## config.mk

```make
export PLATFORM = sky130hd
export DESIGN_NAME = ift_timers
export DESIGN_NICKNAME = d
export VERILOG_FILES = /design/src/logic/ift_pkg.sv /design/src/logic/ift_tick_counter.sv /design/src/logic/ift_timers.sv
export VERILOG_INCLUDE_DIRS = /design/src /design/src/logic
export SDC_FILE = /design/constraint.sdc
export NUM_CORES = 1
export LEC_CHECK = 0
export ABC_AREA = 1
export BUFFER_PORTS_ARGS = -buffer_cell sky130_fd_sc_hd__buf_2
export CORE_MARGIN = 3
export CORE_UTILIZATION = 29
export DETAILED_ROUTE_END_ITERATION = 6
export PLACE_DENSITY_LB_ADDON = 0.05
export SYNTH_ARGS = -nofsm -noshare
export SYNTH_HDL_FRONTEND = slang
export SYNTH_SLANG_ARGS = --single-unit
```

## constraint.sdc

```tcl
create_clock -name clk -period 13.65 [get_ports clk]
set_clock_uncertainty 0.05 [all_clocks]
set_input_delay 2.73 -clock clk [delete_from_list [all_inputs] [get_ports clk]]
set_output_delay 2.73 -clock clk [all_outputs]
set_load 0.1 [all_outputs]
```

## src/logic/ift_params.svh

```systemverilog
`ifndef IFT_PARAMS_SVH
`define IFT_PARAMS_SVH
// register byte offsets
`define IFT_CFG_OFS      8'h8C
`define IFT_CNT_OFS      8'h90
`define IFT_TICK_OFS     8'h9C
// field positions and reset values
`define IFT_RUN_BIT      29
`define IFT_PRELOAD_RST  16'hFFFF
`define IFT_COUNT_RST    16'hFFFF
// timing
`define IFT_CLK_NS       100
`define IFT_TICK_CLR_NS  160
`endif

```

## src/logic/ift_pkg.sv

```systemverilog
`default_nettype none
package ift_pkg;
  // host register access request
  typedef struct packed {
    logic        cs;
    logic        we;
    logic        half;
    logic        a1;
    logic [7:0]  addr;
    logic [31:0] wdata;
  } ift_req_t;
endpackage
`default_nettype wire

```

## src/logic/ift_tick_counter.sv

```systemverilog
`default_nettype none
module ift_tick_counter
(
  // clock and reset
  input  wire logic        clk,
  input  wire logic        reset,
  // running count
  output logic [31:0]      count
);
  import ift_pkg::*;
  logic [31:0] count_reg;
  logic [31:0] count_next;

  // never gated by any power state; wraps naturally at the top
  always_comb
  begin
    count_next = count_reg + 32'h0000_0001;
  end

  always_ff @(posedge clk or posedge reset)
  begin
    if (reset)
      count_reg <= 32'h0000_0000;
    else
      count_reg <= count_next;
  end

  assign count = count_reg;
endmodule // ift_tick_counter
`default_nettype wire

```

## src/logic/ift_timers.sv

```systemverilog
`include "ift_params.svh"
`default_nettype none
module ift_timers
(
  // clock and reset
  input  wire logic             clk,
  input  wire logic             reset,
  // host register access, same clock domain
  input  wire ift_pkg::ift_req_t req,
  input  wire logic             irq_clear,
  // read data and interrupt
  output logic [31:0]           rdata,
  output logic                  irq_flag
);
  import ift_pkg::*;

  localparam int TICK_CLR_CYC =
    (`IFT_TICK_CLR_NS + `IFT_CLK_NS - 1) / `IFT_CLK_NS; // reset settle bound

  logic        run_reg, run_next;
  logic [15:0] preload_reg, preload_next;
  logic [15:0] count_reg, count_next;
  logic        flag_reg, flag_next;
  logic [31:0] latch_reg, latch_next;
  logic        latched_reg, latched_next;
  logic [31:0] rdata_reg, rdata_next;
  logic [31:0] tick;
  logic        wr_cfg, rd_tick;

  ift_tick_counter u_tick
  (
    .clk   (clk),
    .reset (reset),
    .count (tick)
  );

  assign wr_cfg  = req.cs && req.we && (req.addr == `IFT_CFG_OFS);
  assign rd_tick = req.cs && !req.we && (req.addr == `IFT_TICK_OFS);

  // interval timer: control, preload and down counter
  always_comb
  begin
    run_next     = run_reg;
    preload_next = preload_reg;
    count_next   = count_reg;
    flag_next    = flag_reg && !irq_clear;
    if (wr_cfg)
    begin
      run_next     = req.wdata[`IFT_RUN_BIT];
      preload_next = req.wdata[15:0];
      if (run_reg && !req.wdata[`IFT_RUN_BIT])
        preload_next = 16'hFFFF;
    end
    if (wr_cfg && req.wdata[`IFT_RUN_BIT] && !run_reg)
      count_next = req.wdata[15:0];
    else if (run_reg)
    begin
      if (count_reg == 16'h0000)
      begin
        count_next = preload_reg;
        flag_next  = 1'b1; // set wins over clear
      end
      else
        count_next = count_reg - 16'h0001;
    end
  end

  always_ff @(posedge clk or posedge reset)
  begin
    if (reset)
    begin
      run_reg     <= 1'b0;
      preload_reg <= `IFT_PRELOAD_RST;
      count_reg   <= `IFT_COUNT_RST;
      flag_reg    <= 1'b0;
    end
    else
    begin
      run_reg     <= run_next;
      preload_reg <= preload_next;
      count_reg   <= count_next;
      flag_reg    <= flag_next;
    end
  end

  // read path; half reads of the tick count share one snapshot
  always_comb
  begin
    latch_next   = latch_reg;
    latched_next = latched_reg;
    rdata_next   = 32'h0000_0000;
    if (req.cs && !req.we)
    begin
      unique case (req.addr)
        `IFT_CFG_OFS:  rdata_next = {2'b00, run_reg, 13'h0000, preload_reg};
        `IFT_CNT_OFS:  rdata_next = {16'h0000, count_reg};
        `IFT_TICK_OFS:
        begin
          if (!req.half)
            rdata_next = tick; // writes never reach here
          else if (!latched_reg)
          begin
            latch_next   = tick;
            latched_next = 1'b1;
            rdata_next   = req.a1 ? {16'h0000, tick[31:16]} : {16'h0000, tick[15:0]};
          end
          else
          begin
            latched_next = 1'b0; // companion half returns the snapshot
            rdata_next   = req.a1 ? {16'h0000, latch_reg[31:16]}
                                  : {16'h0000, latch_reg[15:0]};
          end
        end
        default:       rdata_next = 32'h0000_0000;
      endcase
    end
  end

  always_ff @(posedge clk or posedge reset)
  begin
    if (reset)
    begin
      latch_reg   <= 32'h0000_0000;
      latched_reg <= 1'b0;
      rdata_reg   <= 32'h0000_0000;
    end
    else
    begin
      latch_reg   <= latch_next;
      latched_reg <= latched_next;
      rdata_reg   <= rdata_next;
    end
  end

  assign rdata    = rdata_reg;
  assign irq_flag = flag_reg;
endmodule // ift_timers
`default_nettype wire

```

* After elaboration in Yosys (flattened, before gate mapping) *
Cells that the tools add are included.
W data, S select, Z words.

operators by class
  bitwise operators = 1
  mux-type cells = 14
  add/sub/neg operators = 2
  reductions and logical operators = 15
  equal/unequal tests = 3

operators with widths
  cell                     number
  $mux W16                 7
  $pmux W32 S3             1
  $mux W32                 2
  $add A32 B1 Y32 const B  1
  $eq A8 B8 Y1 const B     3
  $logic_not A16 Y1        1
  $sub A16 B1 Y16 const B  1
  $logic_and A1 B1 Y1      7
  $logic_not A1 Y1         4
  $mux W1                  4
  $reduce_and A4 Y1        1
  $reduce_and A3 Y1        1
  $reduce_bool A2 Y1       1
  $not A1 Y1               1

storage, ports and cells
  output and inout bits = 33
  word-level logic and storage cells = 43
  input bits = 47
  register bits = 131

* Logic depth before layout (Yosys ltp) *
Gate-level depths: netlist (run 1).

  depth in word-level cells = 5
  depth in mapped cells = 11

* Cells and area by module *
A second synthesis (run 1) with hierarchy kept.

unflattened totals
  cell total of the unflattened synthesis = 949
  area, all modules = 7208.2 µm²

by module, submodules not included
  module            instances  cells each  seq. area each (µm²)  area an instance (µm²)
  ift_timers        1          724         2517.4                5459.0
  ift_tick_counter  1          225         800.8                 1749.2

* Worst setup path before layout (run 1) *
No wires, ideal clock.

  path type = input to register
  from = in req[38] (netlist bit)
  to = reg latch_reg[16]
  buffers on the path = 2
  arrival = 3.716 ns
  setup slack = 9.763 ns
  stages on the path = 10
  cells stage by stage = inv_1 -> nand2_2 -> nor3_4 -> nand3_4 -> nor2_2 -> nand2_1 -> buf_6 -> buf_6 -> nand2_2 -> o21ai_2

on the way
  cells in the longest elaborated chain, start to end = 2

RTL lines
  element                             line               text
  start: declaration                  ift_timers.sv:9    input wire ift_pkg::ift_req_t req,
  $eq A8 B8 Y1                        ift_timers.sv:94   unique case (req.addr)
  $reduce_and A4 Y1 (no source line)  -
  end signal: assignment              ift_timers.sv:129  latch_reg <= latch_next;
  end: declaration                    ift_timers.sv:24   logic [31:0] latch_reg, latch_next;

No other way between the ends.
A chain may end at the register's enable or synchronous reset.

* Final worst setup path (run 1) *
  from = in req[41] (netlist bit)
  to = reg latch_reg[10]

on the way
  cells in the longest elaborated chain, start to end = 1

RTL lines
  element
  $reduce_and A4 Y1 (no source line)

No other way between the ends.

==> impl_summary.txt, run 1 <==
----------------------------------------------------
[Clock network]
  Total of hold buffers inserted after clock tree synthesis ... 0
  Cts repair resizes ... 0
  Inserted Clock Buffers ... 17
  Maximum buffer depth of the clock tree ... 2
  Buffers inserted during post-CTS setup optimization ... 0
  Clock sink count ... 131
  CTS root buffer ... sky130_fd_sc_hd__clkbuf_16
  Reg clk slew, reported paths ... 0.06 ns
  Skew-Pair Late Insertion Delay ... 0.42 ns
  H-tree Lvls ... 4
  Clock tree from TritonCTS ... built

[STA]
  Transition time at the pin with the least slew margin ... 1.072 ns
  Total negative slack ... 0 ns
  Post-Route Hold Slack ... 0.4151 ns
  Achievable Freq ... 0.2112 GHz
  Setup violations, final ... 0
  Setup repair after global routing missed its margin ... false
  Fin. Hold Viols ... 0
  Slew HR ... 28.50%
  Final worst path period need ... 4.736 ns
  Count of pins over their slew limit ... 0
  Period utilization ... 34.69%

[Final layout]
  Net count, final ... 1,012
  Layout Area Growth over Synthesis ... 16.67%
  Antenna cells ... 0
  Final cell utilization of the core ... 34.99%
  Fraction of layout cells with a size suffix above 1 ... 19.08%

[Drt]
  First DRT Iteration DRCs ... 344
  DR vias ... 6,092
  First-pass iteration count of the detailed router ... 5
  Via-to-Cell Ratio ... 4.708
  Drt wl/cell ... 17.26 um
  Number of nets with antenna violations after detailed routing ... 0
  Detailed Route WL ... 22,330 um
  Total DRC errors in the routed layout ... 0

[Synthesis]
  Synth Register Bits ... 131
  Biggest area consumer among synthesized cells ... sky130_fd_sc_hd__dfrtp_1
  Dominant cells by area after synthesis ... sky130_fd_sc_hd__dfrtp_1, sky130_fd_sc_hd__dfstp_2, sky130_fd_sc_hd__nand2_1
  Cells after synthesis ... 914
  Area of the mapped netlist ... 0.007144 mm^2
  Count of unique library cells instantiated by Yosys ... 32
  Sequential-to-total area share from yosys stat ... 46.44%
  Synthesized net count ... 964
  Mean cell area of the mapped netlist ... 7.817 um^2
  Count of warnings emitted by yosys ... 0
  Top-area cell type share of the netlist area ... 34.68%

[Global route]
  GRT Overall Usage ... 17.54%
  Grt total ovfl ... 0
  Initial antenna violation count ... 0
  Largest net degree at the start of global routing ... 89
  Vias in the first global route ... 6,052
  Wire length of the first global-routing pass ... 35,830 um

[Min path]
  End point of the most critical hold path ... u_tick.count[30]
  Worst Hold Depth ... 1
  Hold path start ... u_tick.count[30]
  Path class of the lowest-slack min-delay path ... reg -> reg

[Critical path]
  Worst reg2reg path endpoint ... count_reg[15]
  Crit path required time ... 13.89 ns
  Startpoint-to-endpoint class of the critical path ... in -> reg
  Crit-path max FO ... 49
  Crit path top cell by count ... sky130_fd_sc_hd__buf_4
  Crit end category ... flip-flop
  Setup slack, reg-to-reg ... 11.09 ns
  Arrival time of the worst setup path ... 4.97 ns
  Slowest cell on the critical path ... sky130_fd_sc_hd__clkinv_1
  Crit-path cells ... buf_2, buf_4, clkinv_1, nor2_2, nand2_2, buf_4, nand2_1, o21ai_2
  Worst path max stage delay ... 0.58 ns
  Reg-to-Reg Start ... count_reg[0]
  Crit path max-delay family ... buffers and inverters
  Critical Path Start Type ... input pin
  Logic depth of the worst register-to-register path ... 9
  Buffer and inverter count on the worst path ... 4

[Status]
  Result of the run ... finished clean

[Pwr]
  P_leak ... 3.738 nW
  Total power consumption of the routed design ... 1.131 mW
  Power density over the cells ... 135.7 mW/mm^2
  Peak supply drop ... 0.04877 mV

[Floorplan]
  Standard cell core area ... 0.02382 mm^2
  Floorplan die area ... 0.02655 mm^2
  Standard-cell row count ... 56
  Die boundary height ... 163.0 um
  Die Span X ... 163.0 um
  Initial cell density of the core ... 29.99%
  Number of top-level pins ... 80

[Placed design]
  Routability congestion estimate from global placement ... 0.8378
  DP HPWL ... 15,580 um
  Number of buffers added on ports ... 64

[Run]
  Max Cap Violations ... 0

----------------------------------------------------
[routing by layer]
metal  wire (um)  vias up  global-route usage (%)
li1            -     3070                       -
met1       11840     2911                   26.80
met2        9756       97                   25.69
met3         550       14                   3.052
met4         187        0                   4.114
met5           0        -                       0
[through the flow]
step | cell area, um^2 | setup slack (ns) | cells
after CTS | 8335 | 8.928 | 1294
after global routing | 8335 | 8.648 | 1294
after detailed placement | 7702 | 8.461 | 1262
final | 8335 | 8.914 | 1294
after floorplan | 7144 | 7.425 | 914
after global placement | 7702 | 8.455 | 1262
[worst max-delay path by stage]
| stage | start | to | slack (ns) | cells past startpoint |
|---|---|---|---|---|
| detailed placement | req[41] | latch_reg[12] | 8.46 | 8 |
| global placement | req[41] | latch_reg[14] | 8.46 | 8 |
| finish | req[41] | latch_reg[10] | 8.91 | 8 |
| floorplan | reset | irq_flag | 7.43 | 1 |
| CTS | req[41] | latch_reg[26] | 8.93 | 8 |
| global route | req[41] | latch_reg[31] | 8.65 | 8 |
[worst register-to-register path: stages (launching register included)]
cell and delay [ns]:
sky130_fd_sc_hd__dfstp_2 0.37, sky130_fd_sc_hd__inv_1 0.13, sky130_fd_sc_hd__ha_1 0.19, sky130_fd_sc_hd__nand2_1 0.06, sky130_fd_sc_hd__nor2_1 0.52, sky130_fd_sc_hd__nand3_2 0.42, sky130_fd_sc_hd__nand2_1 0.41, sky130_fd_sc_hd__o21ai_0 0.16
sky130_fd_sc_hd__o21ai_0 0.11, sky130_fd_sc_hd__nand2_1 0.07
[power breakdown]
part,switching [mW],leakage [nW],total [mW],internal [mW]
clock network,0.184,0.308,0.500,0.316
logic,0.113,1.73,0.168,0.0551
registers,0.0303,1.70,0.463,0.433
[cell families after synthesis]
family,count (synthesis),share of synthesized area [%]
AO/OA/AOI/OAI,166,13.40
flip-flops,131,46.44
XOR/XNOR,31,3.800
AND/OR/NAND/NOR,435,27.27
buffers and inverters,148,8.564
adder cells (fa/ha/maj),3,0.5255
[Yosys cell counts]
| cell | instances |
|---|---|
| sky130_fd_sc_hd__clkbuf_2 | 1 |
| sky130_fd_sc_hd__xor2_1 | 31 |
| sky130_fd_sc_hd__nand3_4 | 1 |
| sky130_fd_sc_hd__o21ai_0 | 54 |
| sky130_fd_sc_hd__nand2_1 | 189 |
| sky130_fd_sc_hd__inv_2 | 4 |
| sky130_fd_sc_hd__ha_1 | 3 |
| sky130_fd_sc_hd__a21oi_1 | 61 |
| sky130_fd_sc_hd__o31ai_1 | 1 |
| sky130_fd_sc_hd__clkinv_1 | 2 |
| sky130_fd_sc_hd__buf_6 | 6 |
| sky130_fd_sc_hd__o21ai_2 | 23 |
| sky130_fd_sc_hd__nand4_1 | 19 |
| sky130_fd_sc_hd__nand3_2 | 2 |
| sky130_fd_sc_hd__buf_1 | 5 |
| sky130_fd_sc_hd__nor2_4 | 4 |
| sky130_fd_sc_hd__clkbuf_1 | 20 |
| sky130_fd_sc_hd__nand3b_1 | 2 |
| sky130_fd_sc_hd__nor3_1 | 33 |
| sky130_fd_sc_hd__o211ai_1 | 15 |
| sky130_fd_sc_hd__dfrtp_1 | 99 |
| sky130_fd_sc_hd__o21ai_1 | 12 |
| sky130_fd_sc_hd__nor3b_1 | 1 |
| sky130_fd_sc_hd__nor3_4 | 1 |
| sky130_fd_sc_hd__nor2_2 | 3 |
| sky130_fd_sc_hd__buf_2 | 8 |
| sky130_fd_sc_hd__dfstp_2 | 32 |
| sky130_fd_sc_hd__nand3_1 | 72 |
| sky130_fd_sc_hd__nand2_2 | 12 |
| sky130_fd_sc_hd__inv_1 | 102 |
| sky130_fd_sc_hd__nor3_2 | 3 |
| sky130_fd_sc_hd__nor2_1 | 93 |
[layout by cell type, fill, tap and decap left out, types with 3 or more instances in the layout]
cell type / instances
sky130_fd_sc_hd__inv_6: 3
sky130_fd_sc_hd__nor2_4: 4
sky130_fd_sc_hd__o21ai_0: 54
sky130_fd_sc_hd__o211ai_1: 15
sky130_fd_sc_hd__dfstp_2: 32
sky130_fd_sc_hd__nor2_1: 93
sky130_fd_sc_hd__o21ai_1: 12
sky130_fd_sc_hd__nand2_1: 188
sky130_fd_sc_hd__nor3_2: 3
sky130_fd_sc_hd__buf_2: 64
sky130_fd_sc_hd__clkbuf_16: 17
sky130_fd_sc_hd__inv_1: 101
sky130_fd_sc_hd__bufinv_16: 4
sky130_fd_sc_hd__xor2_1: 31
sky130_fd_sc_hd__inv_2: 4
sky130_fd_sc_hd__ha_1: 3
sky130_fd_sc_hd__a21oi_1: 61
sky130_fd_sc_hd__nor2_2: 3
sky130_fd_sc_hd__o21ai_2: 23
sky130_fd_sc_hd__dfrtp_1: 99
sky130_fd_sc_hd__nand2_2: 13
sky130_fd_sc_hd__buf_4: 5
sky130_fd_sc_hd__clkinv_1: 3
sky130_fd_sc_hd__nand3_1: 72
sky130_fd_sc_hd__nor3_1: 33
sky130_fd_sc_hd__nand4_1: 19
[area by class of cell]
type,count,area [um^2]
flip-flops and latches,131,3318
repair buffers,69,357.8
multi-input cells,635,3217
fillers,2627,15490
clock buffers,20,456.7
inverters,108,410.4
well taps,319,399.1
clock inverters,12,176.4
No activity file was read; power rests on OpenSTA's default activity.
==> run 2: changes to the inputs <==
--- a/config.mk
+++ b/config.mk
@@ -6,7 +6,7 @@
 export SDC_FILE = /design/constraint.sdc
 export NUM_CORES = 1
 export LEC_CHECK = 0
-export ABC_AREA = 1
+export ABC_AREA = 0
 export BUFFER_PORTS_ARGS = -buffer_cell sky130_fd_sc_hd__buf_2
 export CORE_MARGIN = 3
 export CORE_UTILIZATION = 29
==> constraint.sdc (replaced) <==
create_clock -name clk -period 4.6 [get_ports clk]
set_clock_uncertainty 0.05 [all_clocks]
set_input_delay 0.92 -clock clk [delete_from_list [all_inputs] [get_ports clk]]
set_output_delay 0.92 -clock clk [all_outputs]
set_load 0.1 [all_outputs]
==> impl_summary.txt, run 2 <==
----------------------------------------------------
[Global route]
  Grt total ovfl ... 0
  Vias in the first global route ... 4,999
  Initial antenna violation count ... 0
  Largest net degree at the start of global routing ... 74
  Wire length of the first global-routing pass ... 28,680 um
  GRT Overall Usage ... 15.14%

[Drt]
  Number of nets with antenna violations after detailed routing ... 0
  First DRT Iteration DRCs ... 282
  Drt wl/cell ... 19.09 um
  First-pass iteration count of the detailed router ... 4
  Detailed Route WL ... 17,960 um
  Total DRC errors in the routed layout ... 0
  DR vias ... 4,889
  Via-to-Cell Ratio ... 5.196

[Placed design]
  Number of buffers added on ports ... 64
  Routability congestion estimate from global placement ... 0.8100
  DP HPWL ... 12,200 um

[STA]
  Setup violations, final ... 0
  Slew HR ... 28.49%
  Total negative slack ... 0 ns
  Setup repair after global routing missed its margin ... false
  Period utilization ... 65.16%
  Transition time at the pin with the least slew margin ... 1.073 ns
  Fin. Hold Viols ... 0
  Achievable Freq ... 0.3336 GHz
  Final worst path period need ... 2.997 ns
  Count of pins over their slew limit ... 0

[Synthesis]
  Simple-gate share of the synthesized area ... 15.25%
  EDFF count, synth ... 0
  Mean cell area of the mapped netlist ... 11.02 um^2
  Cells after synthesis ... 598
  Dominant cells by area after synthesis ... sky130_fd_sc_hd__dfrtp_1, sky130_fd_sc_hd__dfstp_2, sky130_fd_sc_hd__mux2i_1
  Count of unique library cells instantiated by Yosys ... 57
  Post-synthesis xor/xnor area fraction ... 4.785%
  Mux share of post-synthesis cell area ... 11.55%
  Adder and majority gate portion of the synthesized area ... 0.5697%
  Synth Register Bits ... 131
  Count of warnings emitted by yosys ... 0
  Area of the mapped netlist ... 0.006589 mm^2
  Main combinational cell family by area after synthesis ... simple AND/OR/NAND/NOR gates
  Synthesized net count ... 648
  Biggest area consumer among synthesized cells ... sky130_fd_sc_hd__dfrtp_1
  Sequential-to-total area share from yosys stat ... 50.36%
  Most frequent cells after synthesis ... sky130_fd_sc_hd__dfrtp_1, sky130_fd_sc_hd__nor2_1, sky130_fd_sc_hd__mux2i_1, sky130_fd_sc_hd__clkbuf_1, sky130_fd_sc_hd__dfstp_2
  Top-area cell type share of the netlist area ... 37.60%
  Most frequently used cell type in the post-synthesis netlist ... sky130_fd_sc_hd__dfrtp_1
  Commonest register cell after synthesis ... sky130_fd_sc_hd__dfrtp_1
  Complex-gate fraction of the synthesized area ... 13.65%
  Proportion of synthesized flip-flops having asynchronous set or reset ... 100.0%

[Final layout]
  Layout Area Growth over Synthesis ... 18.48%
  Most frequent standard cell in the layout excluding fill and tap cells ... sky130_fd_sc_hd__dfrtp_1
  Final cell utilization of the core ... 35.33%
  Net count, final ... 698
  Fraction of layout cells with a size suffix above 1 ... 27.53%
  Antenna cells ... 0
  Commonest non-fill, non-tap cells in the layout ... sky130_fd_sc_hd__dfrtp_1, sky130_fd_sc_hd__buf_2, sky130_fd_sc_hd__nor2_1

[Clock network]
  Clock tree from TritonCTS ... built
  Total of hold buffers inserted after clock tree synthesis ... 0
  Cts repair resizes ... 0
  H-tree Lvls ... 4
  CTS root buffer ... sky130_fd_sc_hd__clkbuf_16
  Maximum buffer depth of the clock tree ... 2
  Reg clk slew, reported paths ... 0.06 ns
  Clock sink count ... 131
  Inserted Clock Buffers ... 17
  Skew-Pair Late Insertion Delay ... 0.43 ns
  Buffers inserted during post-CTS setup optimization ... 0

[Critical path]
  Crit path required time ... 4.85 ns
  Reg-to-Reg Start ... latched_reg
  Crit-path max FO ... 32
  Logic depth of the worst register-to-register path ... 4
  Setup slack, reg-to-reg ... 1.62 ns
  Crit end category ... flip-flop
  Critical Path Start Type ... input pin
  Startpoint-to-endpoint class of the critical path ... in -> reg
  Worst reg2reg path endpoint ... rdata[5]
  Arrival time of the worst setup path ... 3.24 ns

[Floorplan]
  Floorplan die area ... 0.02456 mm^2
  Die Span X ... 156.7 um
  Standard-cell row count ... 54
  Initial cell density of the core ... 29.82%
  Number of top-level pins ... 80
  Die boundary height ... 156.7 um
  Standard cell core area ... 0.02209 mm^2

[Pwr]
  Peak supply drop ... 0.2110 mV
  Net Sw Frac ... 27.82%
  Power density over the cells ... 420.6 mW/mm^2
  Internal ... 2.370 mW
  Share of total power in the clock network ... 44.3%
  Total power consumption of the routed design ... 3.283 mW
  P_leak ... 3.401 nW
  Portion of total power attributed to sequential cells ... 43.2%
  Reported net switching power ... 0.9132 mW
  Logic gate share of total power ... 12.5%

[Min path]
  Hold path start ... latch_reg[23]
  Path class of the lowest-slack min-delay path ... reg -> reg
  End point of the most critical hold path ... latch_reg[23]
  Worst Hold Depth ... 1

[Status]
  Result of the run ... finished clean

[Run]
  Max Cap Violations ... 0

----------------------------------------------------
==> run 2: routing by layer <==
metal  GRT usage, %  routed length [um]  share of wire, %
met4          4.544                 212               1.2
met2          24.94                8847                49
met5              0                   0                 0
met3          3.650                 596               3.3
met1          19.74                8308                46
==> run 2: worst max path at each step <==
stage / to / slack [ns] / start / depth (start not counted)
2_1_floorplan: irq_flag / 0.19 / reset / 1
3_3_place_gp: latch_reg[30] / 1.18 / req[37] / 6
3_5_place_dp: latch_reg[14] / 1.15 / req[37] / 6
4_1_cts: rdata[5] / 1.56 / latched_reg / 4
5_1_grt: rdata[5] / 1.41 / latched_reg / 4
6_report: latch_reg[25] / 1.60 / req[37] / 6
==> run 2: power groups by stage <==
| stage | logic (mW) | registers [mW] | clock network, mW |
|---|---|---|---|
| finish | 0.411 | 1.42 | 1.45 |
| global route | 0.466 | 1.44 | 1.54 |
| CTS | 0.417 | 1.41 | 1.49 |
| detailed placement | 0.416 | 1.43 | 0 |
| global placement | 0.408 | 1.43 | 0 |
| floorplan | 0.367 | 1.34 | 0 |
==> run 2: final cells by class <==
type,instances,area (um^2)
clock buffers,21,480.5
multi-input cells,409,3030
inverters,12,47.55
flip-flops and latches,131,3318
repair buffers,77,430.4
fillers,2224,14290
well taps,280,350.3
clock inverters,11,148.9
==> run 2: cell families (layout without fill, tap and decap cells) <==
family	count (synthesis)	count (layout)
AO/OA/AOI/OAI	119	119
buffers and inverters	58	121
adder cells (fa/ha/maj)	3	3
flip-flops	131	131
XOR/XNOR	36	36
AND/OR/NAND/NOR	179	179
multiplexers	72	72
==> run 2: worst max-delay path, cell delays in order <==
cell and delay, ns:
sky130_fd_sc_hd__buf_2 0.11, sky130_fd_sc_hd__or3b_1 0.66, sky130_fd_sc_hd__or4_4 0.61, sky130_fd_sc_hd__nor3_4 0.11
sky130_fd_sc_hd__buf_4 0.42, sky130_fd_sc_hd__mux2_2 0.39
==> run 2: per-stage QoR <==
stage	cell area, um^2	worst slack [ns]	instances	hold WS [ns]
finish	7806	1.603	941	0.4519
global route	7806	1.411	941	0.4741
CTS	7806	1.563	941	0.4573
detailed placement	7177	1.153	909	0.4443
global placement	7177	1.185	909	0.4202
floorplan	6589	0.1853	598	0.4079
==> run 3: changes to the inputs <==
==> constraint.sdc (replaced) <==
create_clock -name clk -period 3 [get_ports clk]
set_clock_uncertainty 0.05 [all_clocks]
set_input_delay 0.6 -clock clk [delete_from_list [all_inputs] [get_ports clk]]
set_output_delay 0.6 -clock clk [all_outputs]
set_load 0.1 [all_outputs]
==> impl_summary.txt, run 3 (same netlist as run 2, synthesis figures left out) <==
----------------------------------------------------
[Status]
  Result of the run ... finished clean

[Global route]
  Global routing met2 resource utilization ... 26.17%
  Met3 GRT Util ... 2.904%
  Wire length of the first global-routing pass ... 29,330 um
  Vias in the first global route ... 5,113
  Grt met1 use ... 20.18%
  Grt total ovfl ... 0
  Routing layer with the top usage in global route ... met2
  Largest net degree at the start of global routing ... 41
  Initial antenna violation count ... 0
  GRT Overall Usage ... 15.48%

[Final layout]
  Non-filler instance count after layout ... 961
  Most frequent standard cell in the layout excluding fill and tap cells ... sky130_fd_sc_hd__dfrtp_1
  Fraction of layout cells with a size suffix above 1 ... 29.66%
  Filler Cells Inserted ... 2,213
  Commonest non-fill, non-tap cells in the layout ... sky130_fd_sc_hd__dfrtp_1, sky130_fd_sc_hd__buf_2, sky130_fd_sc_hd__nor2_1
  Layout Area Growth over Synthesis ... 20.77%
  Storage element area ... 0.003318 mm^2
  Multi-input logic area ... 0.003030 mm^2
  Antenna cells ... 0
  Net count, final ... 720

[Placed design]
  DP HPWL ... 12,730 um
  Number of buffers added on ports ... 64
  Cell count after placement ... 931
  Routability congestion estimate from global placement ... 0.7406

[Floorplan]
  Standard-cell row count ... 54
  Die boundary height ... 156.7 um
  Die Span X ... 156.7 um
  Floorplan die area ... 0.02456 mm^2
  Standard cell core area ... 0.02209 mm^2
  Number of top-level pins ... 80
  Initial cell density of the core ... 29.82%

[STA]
  Total negative slack ... 0 ns
  Final worst path period need ... 2.323 ns
  Setup violations, final ... 0
  Fin. Hold Viols ... 0
  Transition time at the pin with the least slew margin ... 0.9844 ns
  Slew HR ... 34.23%
  Count of pins over their slew limit ... 0
  Setup repair after global routing missed its margin ... false
  Period utilization ... 77.43%
  Achievable Freq ... 0.4305 GHz

[Clock network]
  Inserted Clock Buffers ... 17
  Buffers inserted during post-CTS setup optimization ... 0
  Total of hold buffers inserted after clock tree synthesis ... 0
  Reg clk slew, reported paths ... 0.06 ns
  Cts repair resizes ... 0
  Clock sink count ... 131
  Skew-Pair Late Insertion Delay ... 0.42 ns
  Maximum buffer depth of the clock tree ... 2
  CTS root buffer ... sky130_fd_sc_hd__clkbuf_16
  H-tree Lvls ... 4
  Clock tree from TritonCTS ... built

[Critical path]
  Crit-path max FO ... 10
  Arrival time of the worst setup path ... 2.61 ns
  Crit path required time ... 3.29 ns
  Crit end category ... flip-flop
  Reg-to-Reg Start ... count_reg[3]
  Setup slack, reg-to-reg ... 0.68 ns
  Logic depth of the worst register-to-register path ... 4
  Worst reg2reg path endpoint ... count_reg[14]
  Critical Path Start Type ... flip-flop
  Startpoint-to-endpoint class of the critical path ... reg -> reg

[Min path]
  Worst Hold Depth ... 2
  End point of the most critical hold path ... irq_flag
  Hold path start ... irq_clear
  Path class of the lowest-slack min-delay path ... in -> reg

[Run]
  Max Cap Violations ... 0

[Pwr]
  Peak supply drop ... 0.2887 mV
  Power density over the cells ... 614.3 mW/mm^2
  P_leak ... 3.491 nW

[Drt]
  First DRT Iteration DRCs ... 238
  First-pass iteration count of the detailed router ... 4
  Total DRC errors in the routed layout ... 0
  Drt wl/cell ... 18.96 um
  DR vias ... 4,912
  Via-to-Cell Ratio ... 5.111
  Detailed Route WL ... 18,220 um
  Number of nets with antenna violations after detailed routing ... 0

----------------------------------------------------
==> run 3: how the worst max path moves through the flow <==
stage                 start       endpoint
6_report       count_reg[3]  count_reg[14]
3_5_place_dp        req[40]      rdata[11]
4_1_cts             req[40]      rdata[11]
2_1_floorplan       req[37]  latch_reg[19]
3_3_place_gp        req[40]      rdata[11]
5_1_grt        count_reg[3]   count_reg[7]
==> run 3: cell type report <==
class	count	area share [%]
clock buffer	21	5.912
timing repair buffer	99	7.956
inverter	12	0.6132
tap	280	4.403
clock inverter	9	1.336
sequential	131	41.70
multi-input combinational	409	38.08
==> run 3: worst max-delay path, cell delays in order, from the launching register on <==
cell and delay (ns):
sky130_fd_sc_hd__dfstp_2 0.43, sky130_fd_sc_hd__or4_1 0.74, sky130_fd_sc_hd__nor4_2 0.68, sky130_fd_sc_hd__a21oi_1 0.15, sky130_fd_sc_hd__a22oi_1 0.20
==> run 3: stage by stage <==
step           instance area (um^2)  power (mW)  worst slack, ns  utilization, %  hold slack (ns)
6_report                       7958       4.888           0.6770           36.02           0.3093
5_1_grt                        7958       5.131           0.5004           36.02           0.2907
4_1_cts                        7958       4.959           0.6219           36.02           0.2856
3_5_place_dp                   7381       2.858           0.1872           33.41           0.4286
3_3_place_gp                   7381       2.850           0.1602           33.41           0.4206
2_1_floorplan                  6593       2.625           0.4806               -           0.4079
==> run 3: power by group <==
group | total, mW | switching [mW] | internal (mW)
registers | 2.16 | 0.200 | 1.96
clock network | 2.06 | 0.784 | 1.28
logic | 0.666 | 0.376 | 0.290
total | 4.89 | 1.36 | 3.53
==> run 3: layer usage <==
metal / part of all wire (%) / wire [um] / up-vias
met2: 50 / 9076 / 92
met1: 46 / 8390 / 2445
li1: - / - / 2361
met4: 1.2 / 212 / 0
met5: 0 / 0 / -
met3: 3.0 / 543 / 14
